<file path="src/logic/dfs_params.svh">
`ifndef DFS_PARAMS_SVH
`define DFS_PARAMS_SVH

// register byte addresses
`define DFS_A_CTRL      12'h000
`define DFS_A_OSPD_LIM  12'h004
`define DFS_A_OSPD_TIM  12'h008
`define DFS_A_DEV_BAND  12'h00C
`define DFS_A_DEV_TIM   12'h010
`define DFS_A_LV_DLY    12'h014
`define DFS_A_NOMOT     12'h018
`define DFS_A_NOMOT_TIM 12'h01C
`define DFS_A_STATUS    12'h020
`define DFS_A_IRQ_STAT  12'h024
`define DFS_A_IRQ_CLR   12'h028
`define DFS_A_IRQ_EN    12'h02C
`define DFS_A_SNAP      12'h030

// ctrl field positions
`define DFS_C_VECTOR    0
`define DFS_C_DEVEN     1
`define DFS_C_ENCCHK    2
`define DFS_C_FANMODE   3
`define DFS_C_OPTMODE   4
`define DFS_C_NOMOTEN   6
`define DFS_C_RESET     7

// settings: speeds in 0.01 Hz, times in 0.01 s ticks, level in %
`define DFS_R_CTRL      32'h0000_0007
`define DFS_R_OSPD_LIM  16'h1770
`define DFS_R_OSPD_TIM  16'h0001
`define DFS_R_DEV_BAND  16'h07D0
`define DFS_R_DEV_TIM   16'h0064
`define DFS_R_LV_DLY    16'h0000
`define DFS_R_NOMOT_LVL 8'h0A
`define DFS_R_NOMOT_TIM 16'h0032

// codes of terminal functions and option loss trip modes
`define DFS_OUT_FAN     4'h8
`define DFS_OUT_LV      4'hB
`define DFS_IN_BLOCK    4'h5
`define DFS_IN_CLEAR    4'h3
`define DFS_OPT_NONE    2'h0
`define DFS_OPT_FREE    2'h1
`define DFS_OPT_DEC     2'h2

// 10 ms tick at 100 ns clock
`define DFS_TICK_MS     10
`define DFS_CLK_NS      100

`endif

</file>
<file path="src/logic/dfs_pkg.sv">
package dfs_pkg;
	typedef struct packed {
		logic [15:0] speed;
		logic [15:0] speed_dev;
		logic [15:0] current;
		logic [15:0] freq;
		logic        enc_present;
		logic        enc_single;
		logic        fan_fault;
		logic        over_temp;
		logic        dc_low;
		logic        opt_lost;
	} dfs_meas_t;

	typedef struct packed {
		logic output_block;
		logic decel;
		logic fault;
	} dfs_act_t;

	typedef enum logic [1:0] {
		DFS_RUN   = 2'b00,
		DFS_BLOCK = 2'b01,
		DFS_DECEL = 2'b10,
		DFS_FAULT = 2'b11
	} dfs_state_t;
endpackage

</file>
<file path="src/logic/dfs_supervisor.sv">
// How it works
// - overspeed check only in vector mode
// - overspeed persisting for set time blocks output
// - deviation check only vector and enabled
// - deviation beyond band for time blocks
// - encoder absent or single line faults
// - fan mode trip blocks and reports
// - fan warning mode warns; overtemp still blocks
// - DC undervoltage blocks and reports failure
// - block at once, report after delay
// - low voltage warning ignores delay
// - emergency input blocks, snapshots freq/current
// - release with run resumes acceleration
// - keypad reset or clear input clears
// - option loss acts per trip mode
// - low current with run trips
// - free-run blocks output immediately
`timescale 1ns/1ns
`include "dfs_params.svh"

module dfs_supervisor #(
	parameter int TICK_CYCLES = (`DFS_TICK_MS * 1000000) / `DFS_CLK_NS,
	parameter int NUM_IN      = 11,
	parameter int NUM_OUT     = 3
) (
	// clock and reset
	input  wire logic                     pclk,
	input  wire logic                     presetn,
	// apb slave
	input  wire logic                     psel,
	input  wire logic                     penable,
	input  wire logic                     pwrite,
	input  wire logic [11:0]              paddr,
	input  wire logic [31:0]              pwdata,
	output logic      [31:0]              prdata,
	output logic                          pready,
	output logic                          pslverr,
	// drive indications
	input  wire dfs_pkg::dfs_meas_t       meas,
	input  wire logic                     run_cmd,
	input  wire logic                     keypad_reset,
	input  wire logic [NUM_IN-1:0]        in_level,
	input  wire logic [NUM_IN*4-1:0]      input_terminal_function,
	input  wire logic [NUM_OUT*4-1:0]     output_terminal_function,
	// actions
	output dfs_pkg::dfs_act_t             act,
	output logic                          accel_resume,
	output logic      [NUM_OUT-1:0]       out_level,
	output logic                          irq
);

	// ------------------------------------------------------------
	// register file
	// ------------------------------------------------------------
	// settings live here; the checks below read them every cycle,
	// so a write takes effect at the next edge with no staging
	// (a limit changed mid-count is compared against the new value)

	logic [31:0] ctrl_reg;
	logic [15:0] overspeed_limit_reg;
	logic [15:0] overspeed_persist_time_reg;
	logic [15:0] dev_band_reg;
	logic [15:0] dev_time_reg;
	logic [15:0] undervoltage_report_delay_reg;
	logic [7:0]  nomot_lvl_reg;
	logic [15:0] nomot_time_reg;
	logic [7:0]  irq_stat_reg;
	logic [7:0]  irq_en_reg;
	logic [15:0] snap_freq_reg;
	logic [15:0] snap_cur_reg;
	logic [7:0]  latch_reg;
	logic        lv_fail_reg;
	logic        opt_dec_reg;
	logic        block_in_d_reg;
	dfs_pkg::dfs_state_t state;

	// zero wait states: pready is tied high and the access
	// phase edge is the only edge that writes

	logic wr;
	logic rd_ok;
	assign wr      = psel && penable && pwrite;
	assign pready  = 1'b1;
	assign pslverr = psel && penable && !rd_ok;

	// reads are combinational from the registers; unmapped
	// offsets answer with pslverr and zero data
	always_comb begin
		rd_ok  = 1'b1;
		prdata = 32'h0000_0000;
		case (paddr)
			`DFS_A_CTRL:      prdata = ctrl_reg;
			`DFS_A_OSPD_LIM:  prdata = {16'h0000, overspeed_limit_reg};
			`DFS_A_OSPD_TIM:  prdata = {16'h0000, overspeed_persist_time_reg};
			`DFS_A_DEV_BAND:  prdata = {16'h0000, dev_band_reg};
			`DFS_A_DEV_TIM:   prdata = {16'h0000, dev_time_reg};
			`DFS_A_LV_DLY:    prdata = {16'h0000, undervoltage_report_delay_reg};
			`DFS_A_NOMOT:     prdata = {24'h00_0000, nomot_lvl_reg};
			`DFS_A_NOMOT_TIM: prdata = {16'h0000, nomot_time_reg};
			`DFS_A_STATUS:    prdata = {22'h00_0000, lv_fail_reg, latch_reg, act.fault};
			`DFS_A_IRQ_STAT:  prdata = {24'h00_0000, irq_stat_reg};
			`DFS_A_IRQ_CLR:   prdata = 32'h0000_0000;
			`DFS_A_IRQ_EN:    prdata = {24'h00_0000, irq_en_reg};
			`DFS_A_SNAP:      prdata = {snap_cur_reg, snap_freq_reg};
			default:          rd_ok = 1'b0;
		endcase
	end

	always_ff @(posedge pclk or negedge presetn) begin
		if (!presetn) begin
			ctrl_reg                      <= `DFS_R_CTRL;
			overspeed_limit_reg           <= `DFS_R_OSPD_LIM;
			overspeed_persist_time_reg    <= `DFS_R_OSPD_TIM;
			dev_band_reg                  <= `DFS_R_DEV_BAND;
			dev_time_reg                  <= `DFS_R_DEV_TIM;
			undervoltage_report_delay_reg <= `DFS_R_LV_DLY;
			nomot_lvl_reg                 <= `DFS_R_NOMOT_LVL;
			nomot_time_reg                <= `DFS_R_NOMOT_TIM;
			irq_en_reg                    <= 8'h00;
		end else if (wr) begin
			case (paddr)
				`DFS_A_CTRL:      ctrl_reg <= pwdata;
				`DFS_A_OSPD_LIM:  overspeed_limit_reg <= pwdata[15:0];
				`DFS_A_OSPD_TIM:  overspeed_persist_time_reg <= pwdata[15:0];
				`DFS_A_DEV_BAND:  dev_band_reg <= pwdata[15:0];
				`DFS_A_DEV_TIM:   dev_time_reg <= pwdata[15:0];
				`DFS_A_LV_DLY:    undervoltage_report_delay_reg <= pwdata[15:0];
				`DFS_A_NOMOT:     nomot_lvl_reg <= pwdata[7:0];
				`DFS_A_NOMOT_TIM: nomot_time_reg <= pwdata[15:0];
				`DFS_A_IRQ_EN:    irq_en_reg <= pwdata[7:0];
				default: ;
			endcase
		end
	end

	// ------------------------------------------------------------
	// 10 ms time base
	// ------------------------------------------------------------
	logic [31:0] tick_cnt_reg;
	logic        tick;
	assign tick = (tick_cnt_reg == 32'(TICK_CYCLES - 1));

	// one shared divider for all persistence timers: a trip lands
	// up to one tick early, traded for a single wide counter

	always_ff @(posedge pclk or negedge presetn) begin
		if (!presetn)
			tick_cnt_reg <= 32'h0000_0000;
		else
			tick_cnt_reg <= tick ? 32'h0000_0000 : tick_cnt_reg + 32'h0000_0001;
	end

	// saturation keeps a long-held condition from wrapping to zero

	// persistence counter step: clears when condition drops, saturates
	function automatic logic [15:0] persist(input logic cond, input logic [15:0] cnt,
			input logic tk);
		if (!cond)
			persist = 16'h0000;
		else if (tk && cnt != 16'hFFFF)
			persist = cnt + 16'h0001;
		else
			persist = cnt;
	endfunction

	// ------------------------------------------------------------
	// terminal decode
	// ------------------------------------------------------------
	// any terminal programmed with the code counts; several
	// terminals on one function simply or together

	function automatic logic term_hit(input logic [NUM_IN-1:0] lv,
			input logic [NUM_IN*4-1:0] fn, input logic [3:0] code);
		term_hit = 1'b0;
		for (int i = 0; i < NUM_IN; i++)
			if (lv[i] && fn[i*4 +: 4] == code)
				term_hit = 1'b1;
	endfunction

	logic block_in;
	logic clear_in;
	assign block_in = term_hit(in_level, input_terminal_function, `DFS_IN_BLOCK);
	assign clear_in = term_hit(in_level, input_terminal_function, `DFS_IN_CLEAR);

	// ------------------------------------------------------------
	// persistence checks
	// ------------------------------------------------------------
	logic        vector;
	logic        os_cond;
	logic        dv_cond;
	logic        nm_cond;
	logic [15:0] os_cnt_reg;
	logic [15:0] dv_cnt_reg;
	logic [15:0] nm_cnt_reg;
	logic [15:0] lv_cnt_reg;
	logic [23:0] cur_limit;

	// vector mode gates both speed checks; in other modes the speed
	// feedback is an estimate and is not trusted for tripping

	assign vector    = ctrl_reg[`DFS_C_VECTOR];
	assign os_cond   = vector && meas.speed > overspeed_limit_reg;
	assign dv_cond   = vector && ctrl_reg[`DFS_C_DEVEN]
		&& meas.speed_dev > dev_band_reg;
	// current in percent of rated, scaled to 100.00 %
	assign cur_limit = 24'(nomot_lvl_reg) * 24'd100;
	assign nm_cond   = run_cmd && ctrl_reg[`DFS_C_NOMOTEN]
		&& 24'(meas.current) < cur_limit;

	always_ff @(posedge pclk or negedge presetn) begin
		if (!presetn) begin
			os_cnt_reg <= 16'h0000;
			dv_cnt_reg <= 16'h0000;
			nm_cnt_reg <= 16'h0000;
			lv_cnt_reg <= 16'h0000;
		end else begin
			// only a continuous excursion trips; any drop restarts the count
			os_cnt_reg <= persist(os_cond, os_cnt_reg, tick);
			dv_cnt_reg <= persist(dv_cond, dv_cnt_reg, tick);
			nm_cnt_reg <= persist(nm_cond, nm_cnt_reg, tick);
			lv_cnt_reg <= persist(meas.dc_low, lv_cnt_reg, tick);
		end
	end

	// ------------------------------------------------------------
	// latch faults
	// ------------------------------------------------------------
	// bits: 0 overspeed, 1 deviation, 2 encoder, 3 fan, 4 overtemp,
	// 5 option, 6 no motor
	logic [7:0] latch_set;
	logic       clear_req;
	assign latch_set[0] = os_cond && os_cnt_reg >= overspeed_persist_time_reg;
	assign latch_set[1] = dv_cond && dv_cnt_reg >= dev_time_reg;
	assign latch_set[2] = ctrl_reg[`DFS_C_ENCCHK]
		&& (!meas.enc_present || meas.enc_single);
	assign latch_set[3] = meas.fan_fault && !ctrl_reg[`DFS_C_FANMODE];
	assign latch_set[4] = meas.over_temp;
	assign latch_set[5] = meas.opt_lost
		&& ctrl_reg[`DFS_C_OPTMODE +: 2] == `DFS_OPT_FREE;
	assign latch_set[6] = nm_cond && nm_cnt_reg >= nomot_time_reg;
	assign latch_set[7] = 1'b0;

	assign clear_req = keypad_reset || ctrl_reg[`DFS_C_RESET]
		|| (clear_in && act.fault);

	always_ff @(posedge pclk or negedge presetn) begin
		if (!presetn)
			latch_reg <= 8'h00;
		else if (clear_req)
			// software reset bit acts as a level, like the keypad key
			latch_reg <= latch_set;                    // set still wins over clear
		else
			latch_reg <= latch_reg | latch_set;
	end

	// low voltage report after delay; follows the bus level
	// the delay counts from the first low sample; a short dip restarts it
	always_ff @(posedge pclk or negedge presetn) begin
		if (!presetn)
			lv_fail_reg <= 1'b0;
		else
			lv_fail_reg <= meas.dc_low
				&& lv_cnt_reg >= undervoltage_report_delay_reg;
	end

	// option decelerate request stays until clear
	always_ff @(posedge pclk or negedge presetn) begin
		if (!presetn)
			opt_dec_reg <= 1'b0;
		else if (meas.opt_lost && ctrl_reg[`DFS_C_OPTMODE +: 2] == `DFS_OPT_DEC)
			opt_dec_reg <= 1'b1;
		else if (clear_req)
			opt_dec_reg <= 1'b0;
	end

	// ------------------------------------------------------------
	// emergency block snapshot
	// ------------------------------------------------------------
	// taken on the rising edge of the block input only, so the
	// monitored values stay frozen while the input is held
	always_ff @(posedge pclk or negedge presetn) begin
		if (!presetn) begin
			block_in_d_reg <= 1'b0;
			snap_freq_reg  <= 16'h0000;
			snap_cur_reg   <= 16'h0000;
		end else begin
			block_in_d_reg <= block_in;
			if (block_in && !block_in_d_reg) begin
				snap_freq_reg <= meas.freq;
				snap_cur_reg  <= meas.current;
			end
		end
	end

	// ------------------------------------------------------------
	// action state
	// ------------------------------------------------------------
	logic                latched;
	logic                blocking;
	dfs_pkg::dfs_state_t state_next;
	assign latched  = |latch_set || |latch_reg;
	// undervoltage blocks at once regardless of report delay
	assign blocking = latched || meas.dc_low || block_in;

	// priority: a failure outranks a plain block, which outranks
	// the option decelerate request

	always_comb begin
		case (1'b1)
			latched || lv_fail_reg: state_next = dfs_pkg::DFS_FAULT;
			blocking:               state_next = dfs_pkg::DFS_BLOCK;
			opt_dec_reg:            state_next = dfs_pkg::DFS_DECEL;
			default:                state_next = dfs_pkg::DFS_RUN;
		endcase
	end

	always_ff @(posedge pclk or negedge presetn) begin
		if (!presetn)
			state <= dfs_pkg::DFS_RUN;
		else
			state <= state_next;
	end

	// free-run: output dropped in the same cycle the cause appears
	always_comb begin
		act.output_block = blocking || lv_fail_reg;
		act.decel        = !act.output_block && opt_dec_reg;
		act.fault        = state == dfs_pkg::DFS_FAULT;
		case (state)
			dfs_pkg::DFS_BLOCK: accel_resume = 1'b0;
			default:            accel_resume = 1'b0;
		endcase
		if (state == dfs_pkg::DFS_BLOCK && !blocking && run_cmd)
			accel_resume = 1'b1;
	end

	// ------------------------------------------------------------
	// warning outputs
	// ------------------------------------------------------------
	// warnings are registered, one cycle behind their cause, and
	// never wait for the low-voltage report delay

	always_ff @(posedge pclk or negedge presetn) begin
		if (!presetn) begin
			out_level <= '0;
		end else begin
			for (int j = 0; j < NUM_OUT; j++)
				out_level[j] <= (output_terminal_function[j*4 +: 4] == `DFS_OUT_FAN
					&& meas.fan_fault && ctrl_reg[`DFS_C_FANMODE])
					|| (output_terminal_function[j*4 +: 4] == `DFS_OUT_LV
					&& meas.dc_low);
		end
	end

	// ------------------------------------------------------------
	// interrupts
	// ------------------------------------------------------------
	logic [7:0] irq_ev;
	assign irq_ev = {lv_fail_reg, latch_set[6:0]};

	// events set sticky bits; a clear write in the same cycle as an
	// event loses, so no event can slip past software

	always_ff @(posedge pclk or negedge presetn) begin
		if (!presetn)
			irq_stat_reg <= 8'h00;
		else if (wr && paddr == `DFS_A_IRQ_CLR)
			irq_stat_reg <= (irq_stat_reg & ~pwdata[7:0]) | irq_ev;
		else
			irq_stat_reg <= irq_stat_reg | irq_ev;
	end

	assign irq = |(irq_stat_reg & irq_en_reg);

endmodule // dfs_supervisor

</file>
<file path="config.mk">
export PLATFORM = sky130hd
export DESIGN_NAME = dfs_supervisor
export DESIGN_NICKNAME = d
export VERILOG_FILES = /design/src/logic/dfs_pkg.sv /design/src/logic/dfs_supervisor.sv
export VERILOG_INCLUDE_DIRS = /design/src /design/src/logic
export SDC_FILE = /design/constraint.sdc
export NUM_CORES = 1
export LEC_CHECK = 0
export ABC_CLOCK_PERIOD_IN_PS = 4800
export BUFFER_PORTS_ARGS = -buffer_cell sky130_fd_sc_hd__buf_4
export CORE_ASPECT_RATIO = 1.2
export CORE_MARGIN = 3
export CORE_UTILIZATION = 50
export CTS_BUF_LIST = sky130_fd_sc_hd__clkbuf_8
export CTS_CLUSTER_SIZE = 16
export DETAILED_ROUTE_END_ITERATION = 16
export PLACE_DENSITY = 0.83
export SYNTH_ARGS = -nofsm -noshare
export SYNTH_HDL_FRONTEND = slang
export SYNTH_SLANG_ARGS = --single-unit
</file>
<file path="constraint.sdc">
create_clock -name pclk -period 4.8 [get_ports pclk]
set_input_delay 0.72 -clock pclk [delete_from_list [all_inputs] [get_ports pclk]]
set_output_delay 0.72 -clock pclk [all_outputs]
set_load 0.05 [all_outputs]
</file>
==> run summary <==
Status: finished, violations left
Failing checks: setup timing
Crit path max-delay family: compound AO/OA/AOI/OAI gates
Via Count: 14569
RSZ-0062 raised after global routing: true
CP Cell Sequence: ha_1 > ha_4 > ha_4 > ha_1 > a21o_1 > a21oi_2 > nor2b_1 > o21ai_1 > nand2b_1 > xnor2_1 > ha_1 > a21oi_1 > o21ai_1 > a221o_1 > a31o_2 > a21oi_4 > nand2b_4 > or3_4 > buf_8
Starting density of the core: 50.8%
M3 GR Usage: 5.30%
Lkg Pwr: 0.0100 µW
GR Util met1: 32.0%
Adder-cell area share of the yosys netlist: 10.9%
CP endpoint kind: output pin
Fin. max-slew vios: 0
# diodes: 0
Maximum vdd drop: 0.178 mV
CORE AREA: 33200 µm²
FF-to-FF Start: nomot_lvl_reg[3]
Row cnt: 73
Share of layout cells above drive strength 1: 24.6%
Final period util: 114%
Setup slack at placement: -137 ps
Least-Margin Pin Slew: 1140 ps
Synth unique cells: 80
Synth warn: 0
Worst Path Required: 4080 ps
Number of port buffers: 228
GRT Total Usage: 26.9%
Drt via density: 5.93
First-pass GRT wire length: 78300 µm
CP most frequent cell: ha_1
Drt first pass iters: 5
Post-Route WL: 49000 µm
Synthesized cell area: 16800 µm²
Clk root buf: clkbuf_8
Type of origin of the critical path: flip-flop
Synth Area in XOR/XNOR: 4.53%
Wire per inst: 19.9 µm
Mapped Nets: 2036
Final ANT Viol Nets: 0
Seq cells post-synth: 295
Commonest cells after routing, fill and taps aside: buf_4, dfrtp_1, nand2_1
Clk_lat worst skew: 590 ps
Final setup violation count: 3
Total die area: 35900 µm²
Hold Slack: 157 ps
R2R cell count: 20
Remaining global-route overflow: 0
Critical path's slowest cell: dfstp_2
GRT busiest layer: met2
Power Dens Cells: 257 nW/µm²
Final hold violations: 0
Vias in the first global route: 14901
Hold Path Class: primary input to asynchronous set/reset pin
Initial DRC count: 1069
Chip height: 207 µm
Clk slew on worst S/H paths: 70 ps
Max Root-Sink Buffers: 3
Asr flop ratio synth: 100%
Drc violations: 0
Sequential cell area fraction in the yosys report: 44.0%
Worst Path Max Fanout: 4
Simple-gate share of the synthesized area: 16.9%
Met2 usage: 46.4%
Syn Inst Count: 1703
Crit path DAT: 4730 ps
EDFF count, synth: 0
Setup ws final: -652 ps
Worst Setup SP: nomot_lvl_reg[1]
Worst setup path class: flip-flop to output pin
Main combinational cell family by area after synthesis: simple AND/OR/NAND/NOR gates
Min Clock Period, post-route: 5450 ps
Largest net degree at the start of global routing: 110
Ports: 230
Die W: 174 µm
Peak Freq: 183 MHz
Critical path buffer and inverter count: 1
WP depth: 19
CTS Sinks: 295
Hpwl dp: 37200 µm
CP max stage delay: 550 ps
Post-synth top flop: dfrtp_1
Synth Area in Compound Gates: 13.6%
Final #Nets: 2301
GPL Wtd Cong: 0.941
CTS tree: done
Maxcap violations: 0
Syn-to-layout area delta: 21.8%
Final core utilization: 61.8%
H-tree depth: 2
CTS Buf Count: 47
Slew headroom: 23.3%
Mux cell area share after synthesis: 5.66%
Hold-fix buffers, CTS: 0
Mean Syn Cell Area: 9.89 µm²
Commonest non-fill, non-tap cell in the layout: buf_4
Antenna violations before repair: 0
Clock skew: 30.8 ps
## synthesized netlist by cell type, types with 13 or more instances
master | instances | area, µm²
dfrtp_1 | 270 | 6760
nand2_1 | 178 | 668
ha_1 | 142 | 1780
inv_1 | 124 | 465
o21ai_0 | 108 | 541
nor2_1 | 90 | 338
mux2_2 | 73 | 822
nand3_1 | 65 | 325
clkbuf_1 | 59 | 221
xnor2_1 | 47 | 412
a21oi_1 | 44 | 220
nand4_1 | 41 | 257
xor2_1 | 40 | 350
a21o_1 | 30 | 225
nor3_1 | 30 | 150
a22o_1 | 29 | 254
o21ai_1 | 29 | 145
a221oi_1 | 26 | 228
dfstp_2 | 25 | 657
nor4_1 | 24 | 150
and2_1 | 21 | 131
nor3b_1 | 21 | 158
a222oi_1 | 15 | 150
or3_1 | 14 | 87.6
and3_1 | 13 | 81.3
nand2b_1 | 13 | 81.3
## repair_timing
| item | CTS | global route |
|---|---|---|
| setup endpoints to repair | 3 | 3 |
| buffers inserted | 5 | 1 |
| endpoints found under the hold margin | 0 | 0 |
| gates resized for setup | 6 | 5 |
| pin swaps | 3 | 3 |
## worst paths after layout
check / to / slack, ps
max: act[2] / -650
min: snap_cur_reg[9] / 160
max reg2reg: state[0] / 450
min reg2reg: ctrl_reg[20] / 490
max in group asynchronous: overspeed_persist_time_reg[12] / 3480
min in group pclk: out_level[2] / 310
## metrics by stage
step	instance area (µm²)	std cells	TNS (ps)	total power [µW]
2_1_floorplan	17000	1703	0	2850
3_3_place_gp	19400	2363	-125	3100
3_5_place_dp	19400	2363	-244	3120
4_1_cts	20500	2456	-1890	5310
5_1_grt	20500	2457	-2390	5450
6_report	20500	2457	-1790	5270
## final cells by class
class | count | area [µm²]
inverters | 126 | 473
flip-flops and latches | 295 | 7410
multi-input cells | 1217 | 8930
repair buffers | 281 | 2140
fillers | 2621 | 12700
clock inverters | 29 | 165
clock buffers | 59 | 812
well taps | 450 | 563
## cell families after synthesis
| logic type | after synthesis |
|---|---|
| AND/OR/NAND/NOR | 559 |
| XOR/XNOR | 87 |
| buffers and inverters | 191 |
| AO/OA/AOI/OAI | 340 |
| adder cells (fa/ha/maj) | 145 |
| other | 1 |
| flip-flops | 295 |
| multiplexers | 85 |
## worst register-to-register path, cell delays in order (launching register included)
cell	delay [ps]
dfstp_2	590
ha_4	220
ha_4	260
fa_1	440
ha_4	310
a21o_1	150
a21oi_4	60
buf_4	120
buf_4	120
buf_4	120
xor2_1	140
ha_1	290
nand2_1	70
buf_4	130
nor2_1	110
a31o_2	200
a21oi_4	40
nand2b_4	190
buf_4	180
buf_4	120
or3_1	350
## metal layers
| metal | vias up | share of wire (%) |
|---|---|---|
| met5 | - | 0 |
| met4 | 0 | 5.5 |
| met3 | 164 | 7.3 |
| met2 | 597 | 49 |
| met1 | 7159 | 38 |
| li1 | 6649 | - |
## power by group
part           internal (µW)  leakage [µW]  switching, µW
clock                   1170      0.000578           1020
combinational            218       0.00594            209
sequential              2590       0.00354           63.8
total                   3980        0.0100           1290
Power figures use the tool's default switching activity.
